===== src/shared/dipg_pkg.sv =====
/*
 * Shared constants and carrier types for the disk interface port glue.
 * Assumes an 8-bit processor bus sampled synchronously to clk_i.
 */
package dipg_pkg;

	// ------------------------------------------------------------
	// I/O port ranges (low address byte)
	// ------------------------------------------------------------
	localparam logic [7:0] PRN_LO = 8'h20;
	localparam logic [7:0] PRN_HI = 8'h2f;
	localparam logic [7:0] DRV_LO = 8'h30;
	localparam logic [7:0] DRV_HI = 8'h3f;
	localparam logic [7:0] FDC_LO = 8'h40;
	localparam logic [7:0] FDC_HI = 8'h4f;
	localparam logic [7:0] MISC_LO = 8'h50;
	localparam logic [7:0] MISC_HI = 8'h5f;
	localparam logic [7:0] HOST_LO = 8'h70;
	localparam logic [7:0] HOST_HI = 8'h7f;
	localparam logic [7:0] CTC_LO = 8'h80;
	localparam logic [7:0] CTC_HI = 8'hbf;

	// ------------------------------------------------------------
	// Single-bit latch positions (address bits 2:0)
	// ------------------------------------------------------------
	localparam int unsigned ML_HOST_RX = 0;
	localparam int unsigned ML_RS_TX = 1;
	localparam int unsigned ML_ROM_OFF = 2;
	localparam int unsigned ML_STROBE = 3;
	localparam int unsigned ML_IDX_CLR = 4;
	localparam int unsigned ML_RS_CTL = 5;
	localparam int unsigned ML_IDX_PRE = 6;
	localparam int unsigned ML_TRIG_SEL = 7;

	// Lines idle high, ROM on, strobe low, index clear/preset released
	localparam logic [7:0] MISC_RESET = 8'h53;
	localparam logic [7:0] DRV_RESET = 8'h00;
	localparam logic [7:0] PRN_RESET = 8'h00;
	localparam logic IDX_EN_RESET = 1'b1;

	// ------------------------------------------------------------
	// Drive control field positions
	// ------------------------------------------------------------
	localparam int unsigned DC_FM = 7;
	localparam int unsigned DC_SLOW = 6;
	localparam int unsigned DC_SIDE = 5;
	localparam int unsigned DC_FDC_RST = 4;

	// Boot ROM window: lower 32K, 4K decode (2K parts mirror too)
	localparam int unsigned ROM_AW = 12;

	// ------------------------------------------------------------
	// Carrier types
	// ------------------------------------------------------------
	typedef struct packed {
		logic [15:0] addr;
		logic [7:0] wdata;
		logic mreq_n;
		logic iorq_n;
		logic rd_n;
		logic wr_n;
		logic halt_n;
	} dipg_bus_t;

	typedef struct packed {
		logic density_fm;
		logic clk_slow;
		logic side;
		logic fdc_reset;
		logic [3:0] select;
	} dipg_drive_t;

	typedef struct packed {
		logic rom_cs_n;
		logic ram_cs_n;
		logic ram_we_n;
		logic [ROM_AW-1:0] rom_addr;
	} dipg_mem_t;

endpackage


===== src/rtl/dipg_top.sv =====
/*
 * Port decode and glue logic of a disk interface box: boot ROM overlay,
 * drive control latch, single-bit control latches, status input ports,
 * controller interrupt gating and counter/timer routing.
 * Assumes all processor bus and pin inputs are synchronous to clk_i; the
 * floppy controller and counter/timer chips sit outside and are reached
 * through the chip selects and routed signals below.
 */
module dipg_top
	import dipg_pkg::*;
(
	// Clock and reset
	input wire logic clk_i,
	input wire logic resetn_i,
	// Processor bus
	input wire dipg_bus_t bus_i,
	output logic [7:0] rdata_o,
	output logic rdata_oen_o,
	output logic nmi_n_o,
	output logic int_n_o,
	// Memory selects
	output dipg_mem_t mem_o,
	// Peripheral chip selects
	output logic fdc_cs_n_o,
	output logic ctc_cs_n_o,
	// Floppy controller and drives
	input wire logic fdc_data_request_i,
	input wire logic fdc_completion_request_i,
	input wire logic fdc_head_load_i,
	input wire logic index_sensor_i,
	output dipg_drive_t drive_o,
	output logic fdc_index_o,
	output logic motor_on_o,
	// Counter/timer unit
	input wire logic ctc_ch2_out_i,
	input wire logic ctc_int_n_i,
	output logic ctc_trig0_o,
	output logic ctc_ch3_clk_o,
	// Host serial bus
	input wire logic host_transmit_line_i,
	input wire logic command_frame_line_i,
	input wire logic host_power_sense_i,
	output logic host_receive_line_o,
	// Printer
	input wire logic prn_busy_i,
	input wire logic prn_error_i,
	input wire logic prn_ack_i,
	output logic [7:0] prn_data_o,
	output logic prn_strobe_o,
	// RS-232
	input wire logic rs_rx_i,
	input wire logic rs_ri_i,
	input wire logic rs_modem_i,
	output logic rs_tx_o,
	output logic rs_ctl_o
);

	// ------------------------------------------------------------
	// Decode helpers
	// ------------------------------------------------------------
	function automatic logic in_rng(input logic [7:0] a,
		input logic [7:0] lo, input logic [7:0] hi);
		in_rng = (a >= lo) && (a <= hi);
	endfunction

	// ------------------------------------------------------------
	// State
	// ------------------------------------------------------------
	logic [7:0] misc_q;
	logic [7:0] misc_d;
	logic [7:0] drv_q;
	logic [7:0] drv_d;
	logic [7:0] prn_q;
	logic [7:0] prn_d;
	logic idx_en_q;
	logic idx_en_d;

	// ------------------------------------------------------------
	// Bus decode
	// ------------------------------------------------------------
	wire logic [7:0] pa = bus_i.addr[7:0];
	wire logic io_cyc = !bus_i.iorq_n;
	wire logic io_wr = io_cyc && !bus_i.wr_n;
	wire logic io_rd = io_cyc && !bus_i.rd_n;
	wire logic mem_cyc = !bus_i.mreq_n;
	wire logic mem_wr = mem_cyc && !bus_i.wr_n;
	wire logic mem_rd = mem_cyc && !bus_i.rd_n;

	wire logic sel_prn = in_rng(pa, PRN_LO, PRN_HI);
	wire logic sel_drv = in_rng(pa, DRV_LO, DRV_HI);
	wire logic sel_fdc = in_rng(pa, FDC_LO, FDC_HI);
	wire logic sel_misc = in_rng(pa, MISC_LO, MISC_HI);
	wire logic sel_host = in_rng(pa, HOST_LO, HOST_HI);
	wire logic sel_ctc = in_rng(pa, CTC_LO, CTC_HI);

	// ------------------------------------------------------------
	// Memory overlay
	// ------------------------------------------------------------
	wire logic rom_on = !misc_q[ML_ROM_OFF];
	wire logic low_half = !bus_i.addr[15];
	// Only reads are diverted; upper address bits ignored to mirror
	wire logic rom_rd = mem_rd && low_half && rom_on;
	// Writes bypass the overlay so RAM can be loaded beneath the ROM
	wire logic ram_sel = mem_wr || (mem_rd && !rom_rd);
	dipg_mem_t mem_d;
	assign mem_d.rom_cs_n = !rom_rd;
	assign mem_d.ram_cs_n = !ram_sel;
	assign mem_d.ram_we_n = !mem_wr;
	assign mem_d.rom_addr = bus_i.addr[ROM_AW-1:0];

	// ------------------------------------------------------------
	// Write latches
	// ------------------------------------------------------------
	// Unconnected ranges match none of these, so writes there vanish
	wire logic wr_prn = io_wr && sel_prn;
	wire logic wr_drv = io_wr && sel_drv;
	wire logic wr_misc = io_wr && sel_misc;

	assign prn_d = wr_prn ? bus_i.wdata : prn_q;
	assign drv_d = wr_drv ? bus_i.wdata : drv_q;

	always_comb begin
		misc_d = misc_q;
		if (wr_misc) begin
			misc_d[pa[2:0]] = bus_i.wdata[0];
		end
	end

	// Clear has priority if software asserts both at once
	always_comb begin
		idx_en_d = idx_en_q;
		if (!misc_q[ML_IDX_CLR]) begin
			idx_en_d = 1'b0;
		end else if (!misc_q[ML_IDX_PRE]) begin
			idx_en_d = 1'b1;
		end
	end

	// ------------------------------------------------------------
	// Status read mux
	// ------------------------------------------------------------
	wire logic [7:0] prn_st = {prn_busy_i, prn_error_i, !prn_busy_i,
		!prn_ack_i, 4'h0};
	wire logic [7:0] rs_st = {rs_rx_i, 4'h0, rs_ri_i, rs_modem_i,
		1'b0};
	wire logic [7:0] host_st = {host_transmit_line_i, 3'h0,
		host_power_sense_i, 1'b0, command_frame_line_i,
		1'b0};
	// Only glue-owned status ports are driven; elsewhere the bus floats
	wire logic rd_own = io_rd && (sel_prn || sel_misc || sel_host);
	wire logic [7:0] rd_mux = sel_prn ? prn_st :
		sel_misc ? rs_st :
		sel_host ? host_st : 8'h00;

	// ------------------------------------------------------------
	// Routed and derived signals
	// ------------------------------------------------------------
	// Sensor can only be masked; there is no software pulse source
	wire logic idx_d = index_sensor_i && idx_en_q;
	wire logic fdc_req = fdc_data_request_i || fdc_completion_request_i;
	wire logic nmi_d = !bus_i.halt_n && fdc_req;
	wire logic trig_d = misc_q[ML_TRIG_SEL] ? command_frame_line_i :
		host_transmit_line_i;
	dipg_drive_t drive_d;
	assign drive_d.density_fm = drv_q[DC_FM];
	assign drive_d.clk_slow = drv_q[DC_SLOW];
	assign drive_d.side = drv_q[DC_SIDE];
	assign drive_d.fdc_reset = drv_q[DC_FDC_RST];
	assign drive_d.select = drv_q[3:0];

	// ------------------------------------------------------------
	// Latch registers
	// ------------------------------------------------------------
	always_ff @(posedge clk_i or negedge resetn_i) begin
		if (!resetn_i) begin
			misc_q <= MISC_RESET;
			drv_q <= DRV_RESET;
			prn_q <= PRN_RESET;
			idx_en_q <= IDX_EN_RESET;
		end else begin
			misc_q <= misc_d;
			drv_q <= drv_d;
			prn_q <= prn_d;
			idx_en_q <= idx_en_d;
		end
	end

	// ------------------------------------------------------------
	// Output registers
	// ------------------------------------------------------------
	// Registering adds one cycle of latency to every output; the
	// processor bus runs far slower than clk_i, so this is harmless.
	always_ff @(posedge clk_i or negedge resetn_i) begin
		if (!resetn_i) begin
			rdata_o <= 8'h00;
			rdata_oen_o <= 1'b1;
			mem_o <= '{rom_cs_n: 1'b1, ram_cs_n: 1'b1,
				ram_we_n: 1'b1, rom_addr: '0};
			fdc_cs_n_o <= 1'b1;
			ctc_cs_n_o <= 1'b1;
		end else begin
			rdata_o <= rd_mux;
			rdata_oen_o <= !rd_own;
			mem_o <= mem_d;
			fdc_cs_n_o <= !(io_cyc && sel_fdc);
			ctc_cs_n_o <= !(io_cyc && sel_ctc);
		end
	end

	always_ff @(posedge clk_i or negedge resetn_i) begin
		if (!resetn_i) begin
			nmi_n_o <= 1'b1;
			int_n_o <= 1'b1;
			drive_o <= '0;
			fdc_index_o <= 1'b0;
			motor_on_o <= 1'b0;
			ctc_trig0_o <= 1'b0;
			ctc_ch3_clk_o <= 1'b0;
		end else begin
			nmi_n_o <= !nmi_d;
			int_n_o <= ctc_int_n_i;
			drive_o <= drive_d;
			fdc_index_o <= idx_d;
			motor_on_o <= fdc_head_load_i;
			ctc_trig0_o <= trig_d;
			ctc_ch3_clk_o <= ctc_ch2_out_i;
		end
	end

	// No proceed, interrupt or clock line outputs exist toward the host
	always_ff @(posedge clk_i or negedge resetn_i) begin
		if (!resetn_i) begin
			host_receive_line_o <= 1'b1;
			prn_data_o <= 8'h00;
			prn_strobe_o <= 1'b0;
			rs_tx_o <= 1'b1;
			rs_ctl_o <= 1'b0;
		end else begin
			host_receive_line_o <= misc_q[ML_HOST_RX];
			prn_data_o <= prn_q;
			prn_strobe_o <= misc_q[ML_STROBE];
			rs_tx_o <= misc_q[ML_RS_TX];
			rs_ctl_o <= misc_q[ML_RS_CTL];
		end
	end

endmodule


===== config.mk =====
export PLATFORM = sky130hd
export DESIGN_NAME = dipg_top
export DESIGN_NICKNAME = d
export VERILOG_FILES = /design/src/shared/dipg_pkg.sv /design/src/rtl/dipg_top.sv
export SDC_FILE = /design/constraint.sdc
export NUM_CORES = 1
export LEC_CHECK = 0
export BUFFER_PORTS_ARGS = -buffer_cell sky130_fd_sc_hd__clkbuf_2
export CAP_MARGIN = 20
export CORE_ASPECT_RATIO = 2
export CORE_MARGIN = 8
export CORE_UTILIZATION = 35
export CTS_CLUSTER_SIZE = 30
export DETAILED_ROUTE_END_ITERATION = 10
export REMOVE_ABC_BUFFERS = 1
export SETUP_SLACK_MARGIN = 0.3
export SYNTH_ARGS = -nofsm -noshare
export SYNTH_HDL_FRONTEND = slang
export SYNTH_SLANG_ARGS = --single-unit

===== constraint.sdc =====
create_clock -name clk_i -period 2.3 [get_ports clk_i]
set_clock_uncertainty 0.1 [all_clocks]
set_input_delay 0.46 -clock clk_i [delete_from_list [all_inputs] [get_ports clk_i]]
set_output_delay 0.46 -clock clk_i [all_outputs]
set_load 0.02 [all_outputs]

Word-level counts from Yosys, hierarchy flattened
Index checks and enable logic that the tools add are counted.
{ "totals": {"mem_bits_ro": 0, "mem_bits_rw": 0, "latchBits": 0, "mem_count": 0, "input_bits": 46, "word_cells": 94, "register_bits": 77, "out_inout_bits": 52} }
{ "classes": {"n_reduce_logical": 42, "order_cmp": 14, "n_div": 0, "n_mul": 0, "n_mux": 9, "n_bitwise": 0, "eq_ne": 1, "addsub": 0, "shift": 0} }
{ "ops": {"columns": ["cell", "count"], "rows": [
  ["8-bit by 7-bit greater-or-equal comparator with 1-bit output (second input constant)", 3],
  ["8-bit by 7-bit less-or-equal comparator with 1-bit output (second input constant)", 3],
  ["8-bit two-way mux", 3],
  ["1-bit logical AND", 22],
  ["8-bit by 6-bit greater-or-equal comparator with 1-bit output (second input constant)", 2],
  ["8-bit by 6-bit less-or-equal comparator with 1-bit output (second input constant)", 2],
  ["1-bit zero test", 16],
  ["8-bit bitwise mux", 1],
  ["8-bit greater-or-equal comparator (second input constant)", 1],
  ["8-bit less-or-equal comparator (second input constant)", 1],
  ["1-bit logical OR", 4],
  ["3-bit by 4-bit < comparator with 1-bit output (second input constant)", 1],
  ["1-bit two-way mux", 4],
  ["1-bit demux with 3-bit select", 1],
  ["3-bit by 1-bit greater-or-equal comparator with 1-bit output (second input constant)", 1],
  ["2-bit != test (second input constant)", 1]
]} }

Depth between registers and ports, before layout
{ "depth": {"depth_word": 8, "depth_mapped": 5, "mapped_depth_nobuf": 3} }

Least setup slack after synthesis
OpenSTA, ideal clock, no wires.
{ "synth_timing": {"path_kind": "input to register", "start": "input bus_i[1] (netlist bit)", "end": "register drv_q[1] (netlist: drive_d[1])", "path_stages": 4, "setup_time_ns": 0.125, "slack_ns": 0.670, "required_time_ns": 2.075, "arrival_time_ns": 1.405, "path_cell_list": "nor2_1 -> and4_1 -> buf_2 -> mux2_2"} }
{ "synth_via": {"elab_chain_cells": 3} }
{ "synth_lines": {"columns": ["element", "line", "rtl"], "rows": [
  ["start: declaration", "dipg_top.sv:16", "input wire dipg_bus_t bus_i,"],
  ["1-bit zero test", "dipg_top.sv:83", "wire logic io_wr = io_cyc && !bus_i.wr_n;"],
  ["1-bit logical AND", "dipg_top.sv:83", null],
  ["1-bit logical AND", "dipg_top.sv:116", "wire logic wr_drv = io_wr && sel_drv;"],
  ["end signal: assignment", "dipg_top.sv:182", "drv_q <= drv_d;"],
  ["end: declaration", "dipg_top.sv:71", "logic [7:0] drv_q;"]
]} }
No other way between the ends.
A chain may end at the register's enable or synchronous reset.

Final worst setup path
{ "layout_timing": {"start": "register fdc_cs_n_o", "end": "output fdc_cs_n_o"} }
{ "layout_lines": {"columns": ["element", "line", "rtl"], "rows": [
  ["start: declaration", "dipg_top.sv:24", "output logic fdc_cs_n_o,"],
  ["start signal: assignment", "dipg_top.sv:205", "fdc_cs_n_o <= !(io_cyc && sel_fdc);"]
]} }
No word-level cell between the ends.

==> metrics <==
status=finished clean; Die Height=136.4 µm; Die Footprint=10390 µm²; Worst Path Buf+Inv=1; DRT Wirelength=5.288 mm; maximum VDD drop=0.4860 mV; number of flops mapped to enable cells by yosys=0; initial antenna violation count=0; Final Max Tran Viols=0; YS warnings=0; Initial Util=0.3542; postcts setup bufs=0; Worst setup SP type=flip-flop; RSZ-0062 raised after global routing=no; hpwl dp=4.011 mm; Reg2Reg Depth=1; Synth Flop Type=dfrtp_1; port bufs=93; CTS buffer count=9; post-synth cell types=31; Final nets=304; synthesized area=2535 µm²; sequential share of the synthesized area=0.7577; top-area cell type share of the netlist area=0.6022; Routed Antenna Nets=0; Final setup viols=0; I/O pin count=98; 1st-iter DRT viols=101; global-route wire length before repair=8.652 mm; clock transition at the registers of the reported paths=0.05 ns; FP Rows=44; Skew-Pair Late Insertion Delay=0.32 ns; routed length per instance=14.90 µm; Ant. Diodes=0; TNS Setup=0 ns; Post-synth ARST share=1.000; syn_area_per_cell=16.04 µm²; pin count of the biggest net entering global routing=45; GP Congestion=0.7393; Reg area=1921 µm²; crit path DAT=1.02 ns; Die X=76.18 µm; final hold vios=0; commonest cells after routing, fill and taps aside=clkbuf_2, dfrtp_1, mux2_2; cts repair resizes=0; via/cell ratio=4.507; router iterations before antenna repair=4; CP endpoint kind=primary output; total grt overflow=0; Power Total=0.003274 W; most common cell after layout, fill and taps aside=clkbuf_2; vias in the first global route=1726; min Tclk post-route=1.576 ns; total track usage=0.1081; Bufs on Longest Clock Path=2; Syn Inst Count=158; # Max-Cap Violations=0; DRC=0; clk sinks=76; Root Driver=clkbuf_16; Max Freq=0.6347 GHz; area grow syn2layout=34.90%; share of cells above drive strength 1=0.5894; TritonCTS clock tree=done; area leader, netlist=dfrtp_1; CTS HTree Levels=3; Layout Utilization=0.4778; Hold Crit Depth=1; cts hold-fix bufs=1; Final Cycle Share=0.6850; critical path's largest stage delay=0.53 ns; crit path cell chain=clkbuf_2; Multi-input gate area=571.8 µm²; Hold Crit Class=input pin to flip-flop; Synth area leaders=dfrtp_1, dfstp_2, mux2_2, nor2_1, and2_1; CP Depth=1; critical path class=flip-flop to primary output; Worst Setup Slack, final=0.7245 ns; via count=1600; area of the core=7157 µm²; Synth Register Bits=76; Pleak=1.714 nW; critical path fanouts, max=1; filler instances=642; Worst path top cell family by delay=flip-flops; worst slack at placement=0.3362 ns; WP data required=1.74 ns; PD cells=957.4 nW/µm²; slowest cell on the critical path=dfstp_2
cell families (layout without fill, tap and decap cells):
| logic type | count (synthesis) | count (layout) | share of synthesized area |
|---|---|---|---|
| other cells | 1 | 1 | 0.001479 |
| compound gates | 5 | 5 | 0.01333 |
| buf+inv | 8 | 113 | 0.01677 |
| simple gates | 41 | 41 | 0.09131 |
| mux | 27 | 27 | 0.1194 |
| flops | 76 | 76 | 0.7576 |
report_power, final:
| group | switching [W] | internal, W | total [W] |
|---|---|---|---|
| logic | 0.000220 | 0.000143 | 0.000362 |
| clock network | 0.000482 | 0.000889 | 0.00137 |
| registers | 0.0000515 | 0.00149 | 0.00154 |
| total | 0.000753 | 0.00252 | 0.00327 |
final cells by class:
| type | count | share of cell area |
|---|---|---|
| Multi-Input combinational cell | 74 | 0.1672 |
| Timing Repair Buffer | 96 | 0.1478 |
| Clock inverter | 5 | 0.01464 |
| Inverter | 1 | 0.001098 |
| Sequential cell | 76 | 0.5617 |
| Clock buffer | 11 | 0.07391 |
| Tap cell | 92 | 0.03366 |
synth_stat cells (2+ instances only):
| library cell | n |
|---|---|
| buf_2 | 3 |
| nand2_1 | 5 |
| nand2b_1 | 2 |
| dfstp_2 | 15 |
| nand4_1 | 4 |
| buf_4 | 2 |
| nor2b_1 | 2 |
| nand3_1 | 4 |
| dfrtp_1 | 61 |
| nor2_1 | 11 |
| and2_1 | 4 |
| mux2_2 | 26 |
per-layer routing:
metal	up-vias	wire length (µm)	global-route usage	share of wire
met1	759	2331	0.1263	0.44
met2	94	2161	0.1461	0.41
met5	-	0	0	0
li1	738	-	-	-
met3	9	675	0.06556	0.13
met4	0	120	0.06789	0.023
metrics by stage:
step	cells	hold slack, ns	cell area (µm²)
5_1_grt	355	0.09919	3420
3_3_place_gp	338	0.2545	3107
2_1_floorplan	151	0.06441	2496
6_report	355	0.1257	3420
3_5_place_dp	338	0.2549	3107
4_1_cts	355	0.1036	3420
registers in the layout (all words and copies together), names as in the netlist, 7 cells and up:
register,flops
rdata_o,7
prn_data_o,8
misc_q,8
drive_o,8
mem_o,15
prn_q,8
drive_d,8
worst paths after layout:
| check | slack (ns) | startpoint | to |
|---|---|---|---|
| max | 0.72 | fdc_cs_n_o | fdc_cs_n_o |
| min | 0.13 | ctc_int_n_i | int_n_o |
| max reg2reg | 1.40 | misc_q[7] | ctc_trig0_o |
| min reg2reg | 0.26 | misc_q[1] | rs_tx_o |
| max in group asynchronous | 0.97 | resetn_i | mem_o[12] |
| min in group asynchronous | 0.51 | resetn_i | mem_o[5] |
No activity file was read; power rests on OpenSTA's default activity.
